File: src/pkg/apcm_pkg.sv
/*
 * Shared constants and types of the auxiliary PCM audio port.
 * Assumes a single 250 MHz core clock that drives all port logic.
 */
package apcm_pkg;

   // ****************************************************************
   // Clock and sample rate figures
   // ****************************************************************
   localparam int MCLK_HZ = 250_000_000;
   localparam int FS_MIN_KHZ = 16;
   localparam int FS_MAX_KHZ = 48;
   // Fastest bit clock is 128 Fs at 48 kHz, slowest 32 Fs at 16 kHz
   localparam int BCLK_HALF_MIN_CYC = MCLK_HZ / (2 * 128 * FS_MAX_KHZ * 1000);
   localparam int BCLK_HALF_MAX_CYC = MCLK_HZ / (2 * 32 * FS_MIN_KHZ * 1000);
   localparam int DIV_W = $clog2(BCLK_HALF_MAX_CYC + 1);

   // ****************************************************************
   // Control field, slot counts and sample layout
   // ****************************************************************
   localparam int CTRL_RATE_LSB = 0;
   localparam int CTRL_RATE_MSB = 1;
   localparam int SLOT_W = 8;
   localparam logic [SLOT_W-1:0] SLOTS_32 = 8'h20;
   localparam logic [SLOT_W-1:0] SLOTS_64 = 8'h40;
   localparam logic [SLOT_W-1:0] SLOTS_128 = 8'h80;
   localparam logic [SLOT_W-1:0] SLOT_RST = 8'hFF;
   localparam int SAMPLE_W = 20;
   localparam int WORD_W = 2 * SAMPLE_W;
   localparam logic [4:0] WIDTH_I2S = 5'h12;
   localparam logic [4:0] WIDTH_LJ = 5'h14;
   localparam logic [4:0] MSB_IDX = 5'h13;
   localparam int FIFO_DEPTH = 4;

   typedef enum logic [1:0] {
      RATE_32FS = 2'h0,
      RATE_64FS = 2'h1,
      RATE_128FS = 2'h2
   } apcm_rate_t;

   typedef enum logic {
      FMT_I2S = 1'h0,
      FMT_LJ = 1'h1
   } apcm_fmt_t;

   // ****************************************************************
   // Reset values
   // ****************************************************************
   localparam logic BCLK_RST = 1'h1;
   localparam logic [1:0] RATE_RST = 2'h1;
   localparam logic FMT_RST = 1'h0;

endpackage : apcm_pkg

File: src/pkg/apcm_stream_if.sv
/*
 * Valid/ready word stream between the port and its transmit FIFO.
 * Assumes both ends run on the same core clock.
 */
`timescale 1ns/100ps
interface apcm_stream_if #(parameter int W = 40);
   logic in_valid;
   logic in_ready;
   logic [W-1:0] in_data;
   logic out_valid;
   logic out_ready;
   logic [W-1:0] out_data;

   modport fifo_side (
      input in_valid, in_data, out_ready,
      output in_ready, out_valid, out_data
   );
   modport user_side (
      output in_valid, in_data, out_ready,
      input in_ready, out_valid, out_data
   );
endinterface : apcm_stream_if

File: src/hw/apcm_port.sv
/*
 * Auxiliary PCM audio port: clock master, full duplex, I2S or
 * left-justified framing, transmit FIFO in front of the serialiser.
 * Assumes the DSP sets the bit clock half period in core cycles and
 * that the far end presents input data around the rising bit clock edge.
 */
`timescale 1ns/100ps

// What this block does
// Device always drives bit clock and framing
// Bit clock 32, 64 or 128 Fs
// Receive and transmit in the same frames
// One format setting for both directions
// One framing cycle per sample period
// 18-bit I2S or 20-bit left-justified samples; at 32 Fs the code carries only 15 (I2S) or 16 (left-justified) bits
// Framing and data change on falling edge
// Input sampled on rising bit clock edge
// Sample rate 16 to 48 kHz
// Samples handed to and from the DSP
// MSB one clock late in I2S only
// Zeros out and ignored in beyond width
module apcm_port #(
   parameter int FIFO_DEPTH = apcm_pkg::FIFO_DEPTH
) (
   input wire logic mclk_in,
   input wire logic reset_n_in,
   input wire logic [1:0] aux_port_control_reg_in,
   input wire logic aux_format_in,
   input wire logic [apcm_pkg::DIV_W-1:0] bclk_half_in,
   input wire logic [apcm_pkg::SAMPLE_W-1:0] tx_left_in,
   input wire logic [apcm_pkg::SAMPLE_W-1:0] tx_right_in,
   input wire logic tx_valid_in,
   output logic tx_ready_out,
   output logic [apcm_pkg::SAMPLE_W-1:0] rx_left_out,
   output logic [apcm_pkg::SAMPLE_W-1:0] rx_right_out,
   output logic rx_valid_out,
   input wire logic aux_serial_in,
   output logic aux_bit_clock_out,
   output logic aux_frame_select_out,
   output logic aux_serial_out
);

   // ****************************************************************
   // Format helpers
   // ****************************************************************
   function automatic logic [apcm_pkg::SLOT_W-1:0] slots_of(
      input logic [1:0] rate
   );
      logic [apcm_pkg::SLOT_W-1:0] n;
      n = apcm_pkg::SLOTS_64;
      if (rate == apcm_pkg::RATE_32FS) begin
         n = apcm_pkg::SLOTS_32;
      end else if (rate == apcm_pkg::RATE_128FS) begin
         n = apcm_pkg::SLOTS_128;
      end
      return n;
   endfunction : slots_of

   // Slot to sample bit: {valid, bit index in the 20-bit word}
   function automatic logic [5:0] bit_map(
      input logic [apcm_pkg::SLOT_W-1:0] slot,
      input logic [apcm_pkg::SLOT_W-1:0] slots,
      input logic fmt
   );
      logic [apcm_pkg::SLOT_W-1:0] half;
      logic [apcm_pkg::SLOT_W-1:0] pos;
      logic [apcm_pkg::SLOT_W-1:0] k;
      logic [4:0] w;
      logic ok;
      half = slots >> 1;
      pos = (slot >= half) ? slot - half : slot;
      k = pos - apcm_pkg::SLOT_W'(fmt == apcm_pkg::FMT_I2S);
      w = (fmt == apcm_pkg::FMT_LJ) ? apcm_pkg::WIDTH_LJ :
         apcm_pkg::WIDTH_I2S;
      ok = ((fmt == apcm_pkg::FMT_LJ) || (pos != '0)) &&
         (k < {3'h0, w});
      return {ok, apcm_pkg::MSB_IDX - k[4:0]};
   endfunction : bit_map

   function automatic logic is_left(
      input logic [apcm_pkg::SLOT_W-1:0] slot,
      input logic [apcm_pkg::SLOT_W-1:0] slots
   );
      return slot < (slots >> 1);
   endfunction : is_left

   // ****************************************************************
   // Declarations
   // ****************************************************************
   localparam int SW = apcm_pkg::SAMPLE_W;
   apcm_stream_if #(.W(apcm_pkg::WORD_W)) tx_s ();
   logic din_s1_r;
   logic din_s2_r;
   logic [apcm_pkg::DIV_W-1:0] div_cnt_r;
   logic [apcm_pkg::DIV_W-1:0] half_eff;
   logic tick;
   logic fall_evt;
   logic rise_evt;
   logic bclk_r;
   logic [1:0] cfg_rate_r;
   logic cfg_fmt_r;
   logic [apcm_pkg::SLOT_W-1:0] slots_cur;
   logic [apcm_pkg::SLOT_W-1:0] slots_sel;
   logic fmt_sel;
   logic [apcm_pkg::SLOT_W-1:0] slot_r;
   logic [apcm_pkg::SLOT_W-1:0] slot_nxt;
   logic load_evt;
   logic [apcm_pkg::WORD_W-1:0] new_word;
   logic [apcm_pkg::WORD_W-1:0] word_sel;
   logic [apcm_pkg::WORD_W-1:0] tx_hold_r;
   logic [5:0] tx_map;
   logic tx_left;
   logic tx_bit_nxt;
   logic lr_nxt;
   logic lr_r;
   logic dout_r;
   logic [5:0] rx_map;
   logic rx_left;
   logic [SW-1:0] rx_l_sh_r;
   logic [SW-1:0] rx_r_sh_r;
   logic [SW-1:0] cap_l;
   logic [SW-1:0] cap_r;
   logic [SW-1:0] rx_l_r;
   logic [SW-1:0] rx_rt_r;
   logic rx_valid_r;
   logic frame_end;

   // ****************************************************************
   // Transmit FIFO
   // ****************************************************************
   assign tx_s.in_valid = tx_valid_in;
   assign tx_s.in_data = {tx_left_in, tx_right_in};
   assign tx_s.out_ready = load_evt;

   apcm_fifo #(.W(apcm_pkg::WORD_W), .DEPTH(FIFO_DEPTH)) u_fifo (
      .mclk_in(mclk_in),
      .reset_n_in(reset_n_in),
      .s(tx_s)
   );

   // ****************************************************************
   // Input synchroniser
   // ****************************************************************
   always_ff @(posedge mclk_in or negedge reset_n_in) begin
      if (!reset_n_in) begin
         din_s1_r <= 1'h0;
         din_s2_r <= 1'h0;
      end else begin
         din_s1_r <= aux_serial_in;
         din_s2_r <= din_s1_r;
      end
   end

   // ****************************************************************
   // Bit clock divider
   // ****************************************************************
   // DSP picks the half period for the wanted Fs and ratio
   assign half_eff = (bclk_half_in == '0) ? apcm_pkg::DIV_W'(1) :
      bclk_half_in;
   assign tick = (div_cnt_r >= half_eff - 1'b1);
   assign fall_evt = tick && bclk_r;
   assign rise_evt = tick && !bclk_r;

   always_ff @(posedge mclk_in or negedge reset_n_in) begin
      if (!reset_n_in) begin
         div_cnt_r <= '0;
         bclk_r <= apcm_pkg::BCLK_RST;
      end else begin
         div_cnt_r <= tick ? '0 : div_cnt_r + 1'b1;
         if (tick) begin
            bclk_r <= !bclk_r;
         end
      end
   end

   // ****************************************************************
   // Slot counter and frame configuration
   // ****************************************************************
   assign slots_cur = slots_of(cfg_rate_r);
   assign slot_nxt = (slot_r >= slots_cur - 1'b1) ? '0 : slot_r + 1'b1;
   assign load_evt = fall_evt && (slot_nxt == '0);
   // New rate and format settings take hold only at a frame boundary
   assign slots_sel = load_evt ? slots_of(aux_port_control_reg_in) :
      slots_cur;
   assign fmt_sel = load_evt ? aux_format_in : cfg_fmt_r;

   always_ff @(posedge mclk_in or negedge reset_n_in) begin
      if (!reset_n_in) begin
         slot_r <= apcm_pkg::SLOT_RST;
         cfg_rate_r <= apcm_pkg::RATE_RST;
         cfg_fmt_r <= apcm_pkg::FMT_RST;
      end else if (fall_evt) begin
         slot_r <= slot_nxt;
         if (load_evt) begin
            cfg_rate_r <= aux_port_control_reg_in[
               apcm_pkg::CTRL_RATE_MSB:apcm_pkg::CTRL_RATE_LSB];
            cfg_fmt_r <= aux_format_in;
         end
      end
   end

   // ****************************************************************
   // Transmit serialiser
   // ****************************************************************
   // Empty FIFO at frame start sends a silent frame
   assign new_word = tx_s.out_valid ? tx_s.out_data : '0;
   assign word_sel = load_evt ? new_word : tx_hold_r;
   assign tx_map = bit_map(slot_nxt, slots_sel, fmt_sel);
   assign tx_left = is_left(slot_nxt, slots_sel);
   assign tx_bit_nxt = tx_map[5] && (tx_left ?
      word_sel[SW + int'(tx_map[4:0])] : word_sel[tx_map[4:0]]);
   // Left is low in I2S and high in left-justified framing
   assign lr_nxt = (fmt_sel == apcm_pkg::FMT_LJ) ? tx_left : !tx_left;

   always_ff @(posedge mclk_in or negedge reset_n_in) begin
      if (!reset_n_in) begin
         tx_hold_r <= '0;
      end else if (load_evt) begin
         tx_hold_r <= new_word;
      end
   end

   always_ff @(posedge mclk_in or negedge reset_n_in) begin
      if (!reset_n_in) begin
         lr_r <= 1'h0;
         dout_r <= 1'h0;
      end else if (fall_evt) begin
         lr_r <= lr_nxt;
         dout_r <= tx_bit_nxt;
      end
   end

   // ****************************************************************
   // Receive deserialiser
   // ****************************************************************
   assign rx_map = bit_map(slot_r, slots_cur, cfg_fmt_r);
   assign rx_left = is_left(slot_r, slots_cur);
   assign frame_end = rise_evt && (slot_r == slots_cur - 1'b1);

   always_comb begin
      cap_l = rx_l_sh_r;
      cap_r = rx_r_sh_r;
      if (rx_map[5]) begin
         if (rx_left) begin
            cap_l[rx_map[4:0]] = din_s2_r;
         end else begin
            cap_r[rx_map[4:0]] = din_s2_r;
         end
      end
   end

   always_ff @(posedge mclk_in or negedge reset_n_in) begin
      if (!reset_n_in) begin
         rx_l_sh_r <= '0;
         rx_r_sh_r <= '0;
         rx_l_r <= '0;
         rx_rt_r <= '0;
      end else if (frame_end) begin
         rx_l_r <= cap_l;
         rx_rt_r <= cap_r;
         rx_l_sh_r <= '0;
         rx_r_sh_r <= '0;
      end else if (rise_evt) begin
         rx_l_sh_r <= cap_l;
         rx_r_sh_r <= cap_r;
      end
   end

   always_ff @(posedge mclk_in or negedge reset_n_in) begin
      if (!reset_n_in) begin
         rx_valid_r <= 1'h0;
      end else begin
         rx_valid_r <= frame_end;
      end
   end

   // ****************************************************************
   // Outputs
   // ****************************************************************
   assign aux_bit_clock_out = bclk_r;
   assign aux_frame_select_out = lr_r;
   assign aux_serial_out = dout_r;
   assign tx_ready_out = tx_s.in_ready;
   assign rx_left_out = rx_l_r;
   assign rx_right_out = rx_rt_r;
   assign rx_valid_out = rx_valid_r;
endmodule : apcm_port

File: src/hw/apcm_fifo.sv
/*
 * Small synchronous FIFO with registered storage and registered ready.
 * Assumes DEPTH is at least two and both sides share mclk_in.
 */
`timescale 1ns/100ps
module apcm_fifo #(
   parameter int W = 40,
   parameter int DEPTH = 4
) (
   input wire logic mclk_in,
   input wire logic reset_n_in,
   apcm_stream_if.fifo_side s
);
   localparam int AW = $clog2(DEPTH);
   localparam logic [AW:0] FULL_CNT = (AW+1)'(DEPTH);
   localparam logic [AW-1:0] LAST_PTR = AW'(DEPTH - 1);

   logic [W-1:0] mem_r [DEPTH];
   logic [AW-1:0] wr_ptr_r;
   logic [AW-1:0] rd_ptr_r;
   logic [AW:0] cnt_r;
   logic [AW:0] cnt_nxt;
   logic in_ready_r;
   logic push;
   logic pop;

   assign push = s.in_valid && in_ready_r;
   assign pop = s.out_ready && (cnt_r != '0);
   assign cnt_nxt = cnt_r + (AW+1)'(push) - (AW+1)'(pop);
   assign s.in_ready = in_ready_r;
   assign s.out_valid = (cnt_r != '0);
   assign s.out_data = mem_r[rd_ptr_r];

   always_ff @(posedge mclk_in) begin
      if (push) begin
         mem_r[wr_ptr_r] <= s.in_data;
      end
   end

   always_ff @(posedge mclk_in or negedge reset_n_in) begin
      if (!reset_n_in) begin
         wr_ptr_r <= '0;
         rd_ptr_r <= '0;
         cnt_r <= '0;
         in_ready_r <= 1'h0;
      end else begin
         if (push) begin
            wr_ptr_r <= (wr_ptr_r == LAST_PTR) ? '0 : wr_ptr_r + 1'b1;
         end
         if (pop) begin
            rd_ptr_r <= (rd_ptr_r == LAST_PTR) ? '0 : rd_ptr_r + 1'b1;
         end
         cnt_r <= cnt_nxt;
         in_ready_r <= (cnt_nxt != FULL_CNT);
      end
   end

endmodule : apcm_fifo

File: config.mk
export PLATFORM = sky130hd
export DESIGN_NAME = apcm_port
export DESIGN_NICKNAME = d
export VERILOG_FILES = /design/src/pkg/apcm_pkg.sv /design/src/pkg/apcm_stream_if.sv /design/src/hw/apcm_port.sv /design/src/hw/apcm_fifo.sv
export SDC_FILE = /design/constraint.sdc
export NUM_CORES = 1
export LEC_CHECK = 0
export BUFFER_PORTS_ARGS = -buffer_cell sky130_fd_sc_hd__buf_2
export CORE_UTILIZATION = 35
export CTS_CLUSTER_DIAMETER = 150
export DETAILED_ROUTE_END_ITERATION = 7
export SYNTH_ARGS = -nofsm -noshare
export SYNTH_HDL_FRONTEND = slang
export SYNTH_SLANG_ARGS = --single-unit
File: constraint.sdc
create_clock -name mclk_in -period 5.4 [get_ports mclk_in]
set_input_delay 1.08 -clock mclk_in [delete_from_list [all_inputs] [get_ports mclk_in]]
set_output_delay 1.08 -clock mclk_in [all_outputs]
set_load 0.01 [all_outputs]
==> results.py, run 1 <==
metrics = {
    "run_status": {
        "status": "finished, violations left",
        "violations": "setup timing",
    },
    "place": {
        "place_hpwl_um": 21400,
        "port_buffers": 99,
        "globalplace.congestion": 0.837,
    },
    "global_route": {
        "grt_max_degree": 82,
        "grt_pass1_wl_um": 53600,
        "antenna_found_initial": 3,
        "track_usage_pct": 15.3,
        "grt-ovfl-total": 0,
        "grt_pass1_vias": 9952,
    },
    "pwr": {
        "p_seq_share_pct": 33.5,
        "comb_power_share_pct": 42.9,
        "power_density_nw_per_um2": 574,
        "p_sw_share_pct": 36.0,
        "p_leak_nw": 7.68,
        "p_int_mw": 6.55,
        "p_clk_share_pct": 23.6,
        "ir_worst_vdd_v": 0.000299,
        "p_switching_mw": 3.69,
        "p_total_mw": 10.2,
    },
    "detailed_routing": {
        "dr.pass1.iters": 5,
        "drc": 0,
        "via_count": 9869,
        "ant_nets": 0,
        "routedWlPerCell_um": 16.6,
        "initialDrtViolationCount": 516,
        "wirelength_um": 32500,
        "vias_per_cell": 5.04,
    },
    "die": {
        "die_y_um": 209,
        "row_count": 75,
        "dieWidth_um": 209,
        "start_util_pct": 35.7,
        "coreArea_um2": 42100,
        "dieArea_um2": 43800,
        "ios": 100,
    },
    "synthesis": {
        "synth-edff-count": 160,
        "syn_area_um2": 15000,
        "ys_types": 78,
        "synthArstFlopShare_pct": 48.9,
        "avgSynthCellArea_um2": 12.1,
        "netlist_instances": 1238,
        "ys_seq_area_share_pct": 57.5,
        "synth_ff_type": "edfxtp_1",
        "yosys_warnings": 0,
        "ys_seq_elements": 313,
        "synth_fp_nets": 1331,
    },
    "sta": {
        "hold-worst-slack_ns": 0.350,
        "min_period_ns": 5.48,
        "finalClockSkew_ns": 0.0285,
        "max_slew_margin_pct": 25.4,
        "maxSlewViolCount": 0,
        "finalHoldViolCount": 0,
        "fmax_mhz": 183,
        "rsz0062_at_grt": "true",
        "worstMarginPinSlew_ns": 1.11,
        "fin_crit_sh_pct": 101,
        "worst_slack_ns": -0.0771,
        "setup_viol": 1,
    },
    "cells_and_area": {
        "final_common_cell": "edfxtp_1",
        "final_core_util_pct": 42.4,
        "n_fill_cell": 3925,
        "area_growth_pct": 18.7,
        "diodes": 0,
        "nNetsFinal": 1486,
        "drive_gt1_share_pct": 24.1,
        "most-common-layout-cells": "edfxtp_1, nand2_1, dfrtp_1",
    },
    "worst_setup_path": {
        "startpoint_type": "primary input",
        "required_ns": 5.88,
        "cp_slowest_cell": "o41a_1",
        "crit_start": "bclk_half_in[6]",
        "cp_data_arrival_time_ns": 5.96,
        "timing.rr.start": "slot_r[1]",
        "endpoint_kind": "flip-flop",
        "reg2reg_depth": 21,
        "cp_max_fo": 4,
        "max_stage_delay_ns": 0.42,
        "crit_type": "primary input to flip-flop",
    },
    "clock_tree": {
        "cts_tree": "built",
        "clockBufferDepth": 3,
        "holdBufCountCts": 0,
        "cts-root-buf": "clkbuf_16",
        "clk_pin_slew_worst_paths_ns": 0.06,
        "numClockSinks": 313,
        "cts-buffers-inserted": 36,
        "htreeDepth": 2,
        "clk_latency_ns": 0.56,
    },
    "hold_path": {
        "holdPathStages": 0,
        "holdCritPathClass": "flip-flop to flip-flop",
        "hp-start": "din_s1_r",
    },
    "run": {
        "max-cap-violations": 0,
    },
}
worst max-delay path: cells and delay by family:
kind	cells	cell delay (ns)
compound gates	8	1.78
fa+ha+maj	4	1.05
buf+inv	4	0.53
simple gates	10	1.14
xor+xnor	1	0.13
mux	1	0.23
per-stage QoR:
step / instances / worst slack [ns] / instance area [µm²] / TNS (ns)
2_1_floorplan: 1238 / -0.609 / 15100 / -0.609
5_1_grt: 1960 / -0.366 / 17900 / -0.366
3_5_place_dp: 1889 / -0.720 / 16600 / -0.720
3_3_place_gp: 1889 / -0.499 / 16600 / -0.499
6_report: 1960 / -0.0771 / 17900 / -0.0771
4_1_cts: 1959 / -0.0460 / 17800 / -0.0460
worst paths after layout:
path / slack [ns] / end
worst max-delay path: -0.08 / aux_serial_out
worst min-delay path: 0.35 / din_s2_r
worst max register to register: 0.50 / aux_serial_out
worst min register to register: 0.35 / din_s2_r
max in group asynchronous: 3.76 / din_s2_r
min in group asynchronous: 0.57 / aux_frame_select_out
power groups by stage:
stage	logic, mW	registers, mW	clock network [mW]
final	4.40	3.43	2.42
after global routing	4.91	3.50	2.58
after CTS	4.42	3.43	2.49
after detailed placement	4.39	3.48	0
after global placement	4.33	3.45	0
after floorplan	3.14	3.34	0
synthesized netlist by cell type, drive strengths merged, types with 3 or more instances:
cell type / instances / area (µm²)
a2111oi: 3 / 32.5
a211oi: 7 / 75.1
a21oi: 100 / 500
a22oi: 3 / 22.5
a31oi: 4 / 25.0
and2: 23 / 144
and3: 11 / 68.8
and4: 4 / 35.0
buf: 20 / 123
clkbuf: 45 / 169
dfrtp: 143 / 3580
dfstp: 10 / 263
edfxtp: 160 / 4800
fa: 3 / 60.1
ha: 35 / 438
inv: 94 / 353
mux2: 9 / 101
mux2i: 65 / 663
mux4: 52 / 1180
nand2: 143 / 537
nand2b: 9 / 56.3
nand3: 15 / 80.1
nand3b: 4 / 30.0
nand4: 4 / 25.0
nor2: 79 / 297
nor2b: 6 / 37.5
nor3: 17 / 95.1
nor3b: 3 / 22.5
nor4: 3 / 18.8
o211ai: 6 / 45.0
o21a: 9 / 67.6
o21ai: 32 / 160
o22ai: 43 / 269
or3: 9 / 56.3
xnor2: 17 / 149
xor2: 12 / 105
kinds of logic after synthesis:
logic type	count (synthesis)	synth area share, %
muxes	126	12.9
buffers and inverters	159	4.28
DFF	313	57.5
AOI/OAI and AO/OA	235	9.75
adders and majority gates	38	3.31
xor gates and xnor gates	30	1.84
and+or+nand+nor	337	10.4
per-layer routing:
metal  track usage, %  vias to the layer above  routed length (µm)
li1                 -                     4800                   -
met1             21.2                     4848               15400
met2             24.2                      173               15300
met3             3.08                       42                1260
met4             4.54                        6                 559
met5                0                        -                  34
registers in the layout, summed over array words and instances, names as in the netlist, 2 cells and up:
signal / flops
rx_right_out: 20
tx_hold_r: 40
u_fifo.cnt_r: 3
rx_r_sh_r: 20
slot_r: 8
u_fifo.rd_ptr_r: 2
rx_l_sh_r: 20
rx_left_out: 20
u_fifo.mem_r: 160
u_fifo.wr_ptr_r: 2
div_cnt_r: 8
cfg_rate_r: 2
area by class of cell:
cell class,count,area (µm²),area share [%]
Clock buffer,49,1040,5.83
Clock inverter,17,156,0.876
Inverter,94,353,1.98
Multi-Input combinational cell,766,5860,32.8
Sequential cell,313,8650,48.4
Tap cell,539,674,3.78
Timing Repair Buffer,182,1130,6.32
timing repair:
item	in CTS	in global routing
setup buffers	4	1
setup endpoints to repair	1	1
gates resized for setup	0	4
pin swaps	2	2
Note: power is estimated with default switching activity, not from simulation.
==> run 2, diff against run 1 <==
Settings changed: BUFFER_PORTS_ARGS -buffer_cell sky130_fd_sc_hd__buf_2 to -buffer_cell sky130_fd_sc_hd__buf_4, SYNTH_HIERARCHICAL set to 1.
==> run 2 against run 1 <==
  * The flow still finishes with violations (setup timing)
  * Sequential share of layout area down 1.7 points
  * Die area up 2.9%
  * Count of clock-buffer cells in the layout down 4
  * Clock power up 2%
  * First-iteration DRC count up 22%
  * Via count up 6.1%
  * Register-to-register slack better by 0.07 ns
  * Non-clock buffer count down 7
  * Area after synthesis up 2.9%
  * Clock skew down 0.0093 ns
  * Sequential power down 5%
  * Cell area up 3.7%
  * Largest power group unchanged
==> results.py, run 2 <==
metrics = {
    "worst_setup_path": {
        "max_stage_delay_ns": 0.39,
        "crit_family": "simple AND/OR/NAND/NOR gates",
        "crit_buf_inv": 4,
        "startpoint_type": "primary input",
        "cp_slowest_cell": "o32a_1",
        "required_ns": 5.84,
        "crit_type": "primary input to flip-flop",
        "cp_common_cell": "ha_1",
        "cp_max_fo": 5,
        "cp_data_arrival_time_ns": 5.87,
        "endpoint_kind": "flip-flop",
    },
    "synthesis": {
        "yosysMostFrequentCell": "edfxtp_1",
        "synth_ff_type": "edfxtp_1",
        "synthArstFlopShare_pct": 48.9,
        "ys_seq_area_share_pct": 55.9,
        "synth_fp_nets": 1397,
        "ys_types": 78,
        "synth-edff-count": 160,
        "avgSynthCellArea_um2": 11.9,
        "synthTopCellsByArea": "edfxtp_1, dfrtp_1, mux4_2, mux2i_1, nor2_1",
        "yosysTopAreaCellShare_pct": 31.0,
        "yosys_warnings": 6,
        "netlist_instances": 1304,
        "synth_area_leader_cell": "edfxtp_1",
        "synth.top_cells.by_count": "edfxtp_1, nor2_1, dfrtp_1, nand2_1, mux2i_1",
        "ys_seq_elements": 313,
        "syn_area_um2": 15500,
    },
    "die": {
        "die_y_um": 212,
        "dieArea_um2": 45100,
        "ios": 100,
        "start_util_pct": 35.7,
        "dieWidth_um": 212,
        "row_count": 76,
        "coreArea_um2": 43400,
    },
    "sta": {
        "min_period_ns": 5.43,
        "fmax_mhz": 184,
        "fin_crit_sh_pct": 101,
        "max_slew_margin_pct": 47.1,
        "worstMarginPinSlew_ns": 0.793,
        "rsz0062_at_grt": "true",
        "finalSetupTns_ns": -0.0328,
        "worst_slack_ns": -0.0328,
        "finalClockSkew_ns": 0.0191,
        "maxSlewViolCount": 0,
        "finalHoldViolCount": 0,
        "hold-worst-slack_ns": 0.354,
        "setup_viol": 1,
    },
    "clock_tree": {
        "cts_tree": "built",
        "htreeDepth": 2,
        "clk_pin_slew_worst_paths_ns": 0.06,
        "clockBufferDepth": 3,
        "numClockSinks": 313,
        "clk_latency_ns": 0.55,
        "cts-root-buf": "clkbuf_16",
        "cts-buffers-inserted": 36,
    },
    "detailed_routing": {
        "via_count": 10500,
        "vias_per_cell": 5.10,
        "routedWlPerCell_um": 16.6,
        "wirelength_um": 34000,
        "drc": 0,
        "ant_nets": 0,
        "dr.pass1.iters": 6,
        "initialDrtViolationCount": 631,
    },
    "hold_path": {
        "holdCritPathClass": "flip-flop to flip-flop",
    },
    "pwr": {
        "p_seq_share_pct": 30.8,
        "power_density_nw_per_um2": 571,
        "p_switching_mw": 4.06,
        "comb_power_share_pct": 45.9,
        "p_clk_share_pct": 23.3,
        "ir_worst_vdd_v": 0.000297,
        "p_int_mw": 6.52,
        "p_sw_share_pct": 38.3,
        "p_leak_nw": 7.58,
    },
    "global_route": {
        "grt-ovfl-total": 0,
        "track_usage_pct": 15.5,
        "grt_max_degree": 82,
        "antenna_found_initial": 0,
        "grt_pass1_vias": 10500,
        "grt_pass1_wl_um": 55400,
    },
    "cells_and_area": {
        "nNetsFinal": 1532,
        "final_common_cell": "buf_4",
        "most-common-layout-cells": "buf_4, edfxtp_1, nor2_1",
        "reg_top3": "u_fifo/mem_r x160, tx_hold_r x40",
        "largest_reg_flops": 160,
        "top_register": "u_fifo/mem_r",
        "diodes": 0,
        "n_fill_cell": 4067,
        "stdcell_count": 2052,
        "drive_gt1_share_pct": 25.0,
        "area_growth_pct": 19.6,
        "final_area_um2": 18500,
    },
    "run_status": {
        "violations": "setup timing",
        "status": "finished, violations left",
    },
    "place": {
        "place_inst": 1977,
        "globalplace.congestion": 0.886,
        "place_hpwl_um": 21600,
        "post-place-ws_ns": -0.576,
        "placed_cell_area_um2": 17100,
        "port_buffers": 99,
    },
    "run": {
        "max-cap-violations": 0,
    },
}
[run 2: cell types whose count changed in the layout (fill, tap and decap cells not counted), moves of 32 or more]
cell | before | now
buf_2 | 98 | 0
buf_4 | 82 | 174
nor2_1 | 79 | 157
inv_1 | 93 | 33
nand3_1 | 14 | 58
a21oi_1 | 98 | 55
o22ai_1 | 43 | 1
o31ai_1 | 2 | 43
o21ai_0 | 29 | 61
[run 2: logic make-up (layout without fill, tap and decap cells)]
kind of cell	Yosys count	in the layout	synth area share, %
xor+xnor	28	29	1.79
mux	141	141	12.6
fa+ha+maj	38	38	3.22
compound gates	241	241	10.7
simple gates	429	429	12.2
buf+inv	114	276	3.60
flops	313	313	55.9
[run 2: area by class of cell]
type | count | area, µm² | area share, %
Timing Repair Buffer | 175 | 1320 | 7.12
Multi-Input combinational cell | 878 | 6490 | 35.0
Clock buffer | 45 | 955 | 5.16
Inverter | 35 | 136 | 0.737
Clock inverter | 21 | 243 | 1.31
Tap cell | 585 | 732 | 3.95
Sequential cell | 313 | 8650 | 46.7
[run 2: path summary, 6_finish.rpt]
kind | from | endpoint | slack (ns) | cells after the start
hold reg to reg | din_s1_r | din_s2_r | 0.35 | 0
setup reg to reg | cfg_rate_r[0] | aux_serial_out | 0.57 | 22
max in group asynchronous | reset_n_in | rx_right_out[3] | 3.70 | 2
setup / recovery | bclk_half_in[6] | aux_serial_out | -0.03 | 25
hold / removal | din_s1_r | din_s2_r | 0.35 | 0
min in group asynchronous | reset_n_in | div_cnt_r[2] | 0.60 | 1
[run 2: repair_timing]
action	in CTS	in global routing
pin swaps	0	20
gates cloned	0	1
endpoints found under the setup margin	1	1
setup buffers	0	8
gates resized for setup	1	28
hold buffers	0	0
[run 2: worst register-to-register path: cells and delay by family, from the launching register on]
kind	cells	cell delay (ns)
fa+ha+maj	3	0.72
simple gates	8	1.57
compound gates	6	1.22
flops	1	0.52
buf+inv	3	0.28
xor+xnor	2	0.41
[run 2: power by group through the flow]
stage	combinational (mW)	sequential [mW]	clock, mW
final	4.86	3.26	2.47
after global placement	4.61	3.28	0
after CTS	4.69	3.26	2.55
after floorplan	3.44	3.21	0
after detailed placement	4.66	3.30	0
after global routing	5.36	3.31	2.63
[run 2: metal layers]
| metal | vias up | track usage (%) | wire, µm |
|---|---|---|---|
| li1 | 5057 | - | - |
| met5 | - | 0 | 0 |
| met2 | 234 | 25.9 | 16400 |
| met1 | 5126 | 20.5 | 15400 |
| met3 | 56 | 2.81 | 1540 |
| met4 | 0 | 4.56 | 649 |
[run 2: through the flow]
| stage | power, mW | util, % |
|---|---|---|
| after floorplan | 6.66 | - |
| after global placement | 7.90 | 39.5 |
| after detailed placement | 7.97 | 39.5 |
| after CTS | 10.5 | 42.2 |
| after global routing | 11.3 | 42.7 |
| final | 10.6 | 42.7 |
==> run 3, diff against run 2 <==
Settings changed: RECOVER_POWER set to 50.
==> run 3 against run 2 <==
  * The run ends with capacitance limit, slew limit, setup timing left
  * Clock power about the same
  * Critical endpoint unchanged
  * Utilization fell by 0.40 points
  * Global-route usage unchanged
  * Register-to-register slack about the same
  * Combinational power barely moved
  * Setup slack improved by 0.00096 ns
  * Sequential power hardly changed
==> results.py, run 3 (synthesis results as in run 2) <==
metrics = {
    "place": {
        "globalplace.congestion": 0.886,
        "post-place-ws_ns": -0.576,
        "place_hpwl_um": 21600,
        "port_buffers": 99,
        "place_inst": 1977,
    },
    "clock_tree": {
        "numClockSinks": 313,
        "cts-buffers-inserted": 36,
        "cts_tree": "built",
        "holdBufCountCts": 0,
        "cts-root-buf": "clkbuf_16",
        "clockBufferDepth": 3,
        "clk_pin_slew_worst_paths_ns": 0.06,
        "htreeDepth": 2,
        "clk_latency_ns": 0.55,
    },
    "sta": {
        "finalClockSkew_ns": 0.0178,
        "setup_viol": 1,
        "hold-worst-slack_ns": 0.354,
        "min_period_ns": 5.43,
        "rsz0062_at_grt": "true",
        "maxSlewViolCount": 245,
        "worstMarginPinSlew_ns": 3.76,
        "fmax_mhz": 184,
        "worst_slack_ns": -0.0318,
        "fin_crit_sh_pct": 101,
        "finalHoldViolCount": 0,
        "max_slew_margin_pct": -150,
    },
    "worst_setup_path": {
        "reg2reg_depth": 22,
        "ff2ff_setup_slack_ns": 0.57,
        "crit_type": "primary input to flip-flop",
        "cp_data_arrival_time_ns": 5.87,
        "endpoint_kind": "flip-flop",
        "startpoint_type": "primary input",
        "cp_max_fo": 5,
        "required_ns": 5.84,
        "timing.rr.start": "cfg_rate_r[0]",
        "reg2reg_to": "aux_serial_out",
    },
    "global_route": {
        "antenna_found_initial": 0,
        "grt-ovfl-total": 0,
        "grt_pass1_wl_um": 55400,
        "grt_max_degree": 82,
        "grt_pass1_vias": 10500,
        "track_usage_pct": 15.5,
    },
    "cells_and_area": {
        "stdcell_count": 2052,
        "final_common_cell": "edfxtp_1",
        "area_growth_pct": 18.5,
        "diodes": 0,
        "drive_gt1_share_pct": 21.9,
        "nNetsFinal": 1532,
        "top_register": "u_fifo/mem_r",
        "final_core_util_pct": 42.3,
        "most-common-layout-cells": "edfxtp_1, nor2_1, nand2_1, dfrtp_1, buf_4",
        "reg_top3": "u_fifo/mem_r x160, tx_hold_r x40",
        "largest_reg_flops": 160,
    },
    "die": {
        "die_y_um": 212,
        "start_util_pct": 35.7,
        "coreArea_um2": 43400,
        "row_count": 76,
        "dieArea_um2": 45100,
        "dieWidth_um": 212,
        "ios": 100,
    },
    "detailed_routing": {
        "wirelength_um": 34000,
        "dr.pass1.iters": 5,
        "vias_per_cell": 5.10,
        "routedWlPerCell_um": 16.6,
        "drc": 0,
        "initialDrtViolationCount": 639,
        "via_count": 10500,
        "ant_nets": 0,
    },
    "run": {
        "max-cap-violations": 5,
    },
    "run_status": {
        "violations": "capacitance limit, slew limit, setup timing",
        "status": "finished, violations left",
    },
    "hold_path": {
        "holdCritPathClass": "flip-flop to flip-flop",
        "hp-start": "din_s1_r",
        "hold_end": "din_s2_r",
        "holdPathStages": 0,
    },
    "pwr": {
        "p_total_mw": 10.6,
        "ir_worst_vdd_v": 0.000296,
        "power_density_nw_per_um2": 576,
        "p_leak_nw": 7.41,
    },
}
==> run 3: layout make-up <==
class                      count  area (µm²)
multi-input combinational    878        6490
fill                        4103       25000
inverter                      35         136
clock inverter                21         243
tap                          585         732
sequential                   313        8650
clock buffer                  45         955
timing repair buffer         175        1140
==> run 3: worst max-delay path by stage <==
stage / from / slack [ns] / depth (start not counted) / endpoint
6_report: bclk_half_in[6] / -0.03 / 25 / aux_serial_out
5_1_grt: bclk_half_in[6] / -0.31 / 28 / aux_serial_out
4_1_cts: bclk_half_in[5] / 0.005 / 28 / aux_serial_out
3_5_place_dp: bclk_half_in[5] / -0.58 / 26 / aux_serial_out
3_3_place_gp: bclk_half_in[5] / -0.42 / 27 / aux_serial_out
2_1_floorplan: bclk_half_in[5] / -0.46 / 29 / aux_serial_out
==> run 3: what timing repair did <==
| action | CTS | global route |
|---|---|---|
| endpoints found under the setup margin | 1 | 1 |
| setup buffers | 0 | 8 |
| cloned | 0 | 1 |
| gates resized for setup | 1 | 28 |
| pin swaps | 0 | 20 |
==> run 3: stage by stage <==
| stage | TNS, ns | instance area [µm²] |
|---|---|---|
| after floorplan | -0.455 | 15600 |
| after global placement | -0.424 | 17100 |
| after detailed placement | -0.576 | 17100 |
| after CTS | 0 | 18300 |
| after global routing | -0.311 | 18300 |
| final | -0.0318 | 18300 |
==> run 3: report_power, final <==
group | switching [mW] | leakage, nW | internal (mW) | total [mW]
sequential | 0.237 | 3.52 | 3.04 | 3.27
clock | 1.00 | 0.583 | 1.47 | 2.47
combinational | 2.82 | 3.31 | 2.02 | 4.83
==> run 3: critical path: stages <==
cell       delay [ns]
buf_4            0.13
nor4_4           0.30
a31oi_2          0.15
ha_2             0.20
nand2b_1         0.10
nor4_2           0.05
xnor2_1          0.12
ha_1             0.29
and4_1           0.21
nand2_1          0.06
o32a_1           0.39
nand4b_4         0.24
buf_4            0.19
mux2i_4          0.19
ha_4             0.19
ha_1             0.21
xnor2_1          0.32
inv_1            0.11
ha_1             0.30
inv_1            0.16
o211ai_1         0.14
nor4_1           0.35
o2111ai_1        0.16
nand4_1          0.15
a2bb2oi_2        0.06
==> run 3: metal layers <==
| layer | wire length, µm | global-route usage (%) | vias to the layer above |
|---|---|---|---|
| li1 | - | - | 5056 |
| met1 | 15400 | 20.5 | 5122 |
| met2 | 16500 | 25.9 | 228 |
| met3 | 1520 | 2.81 | 54 |
| met4 | 655 | 4.56 | 0 |
| met5 | 0 | 0 | - |
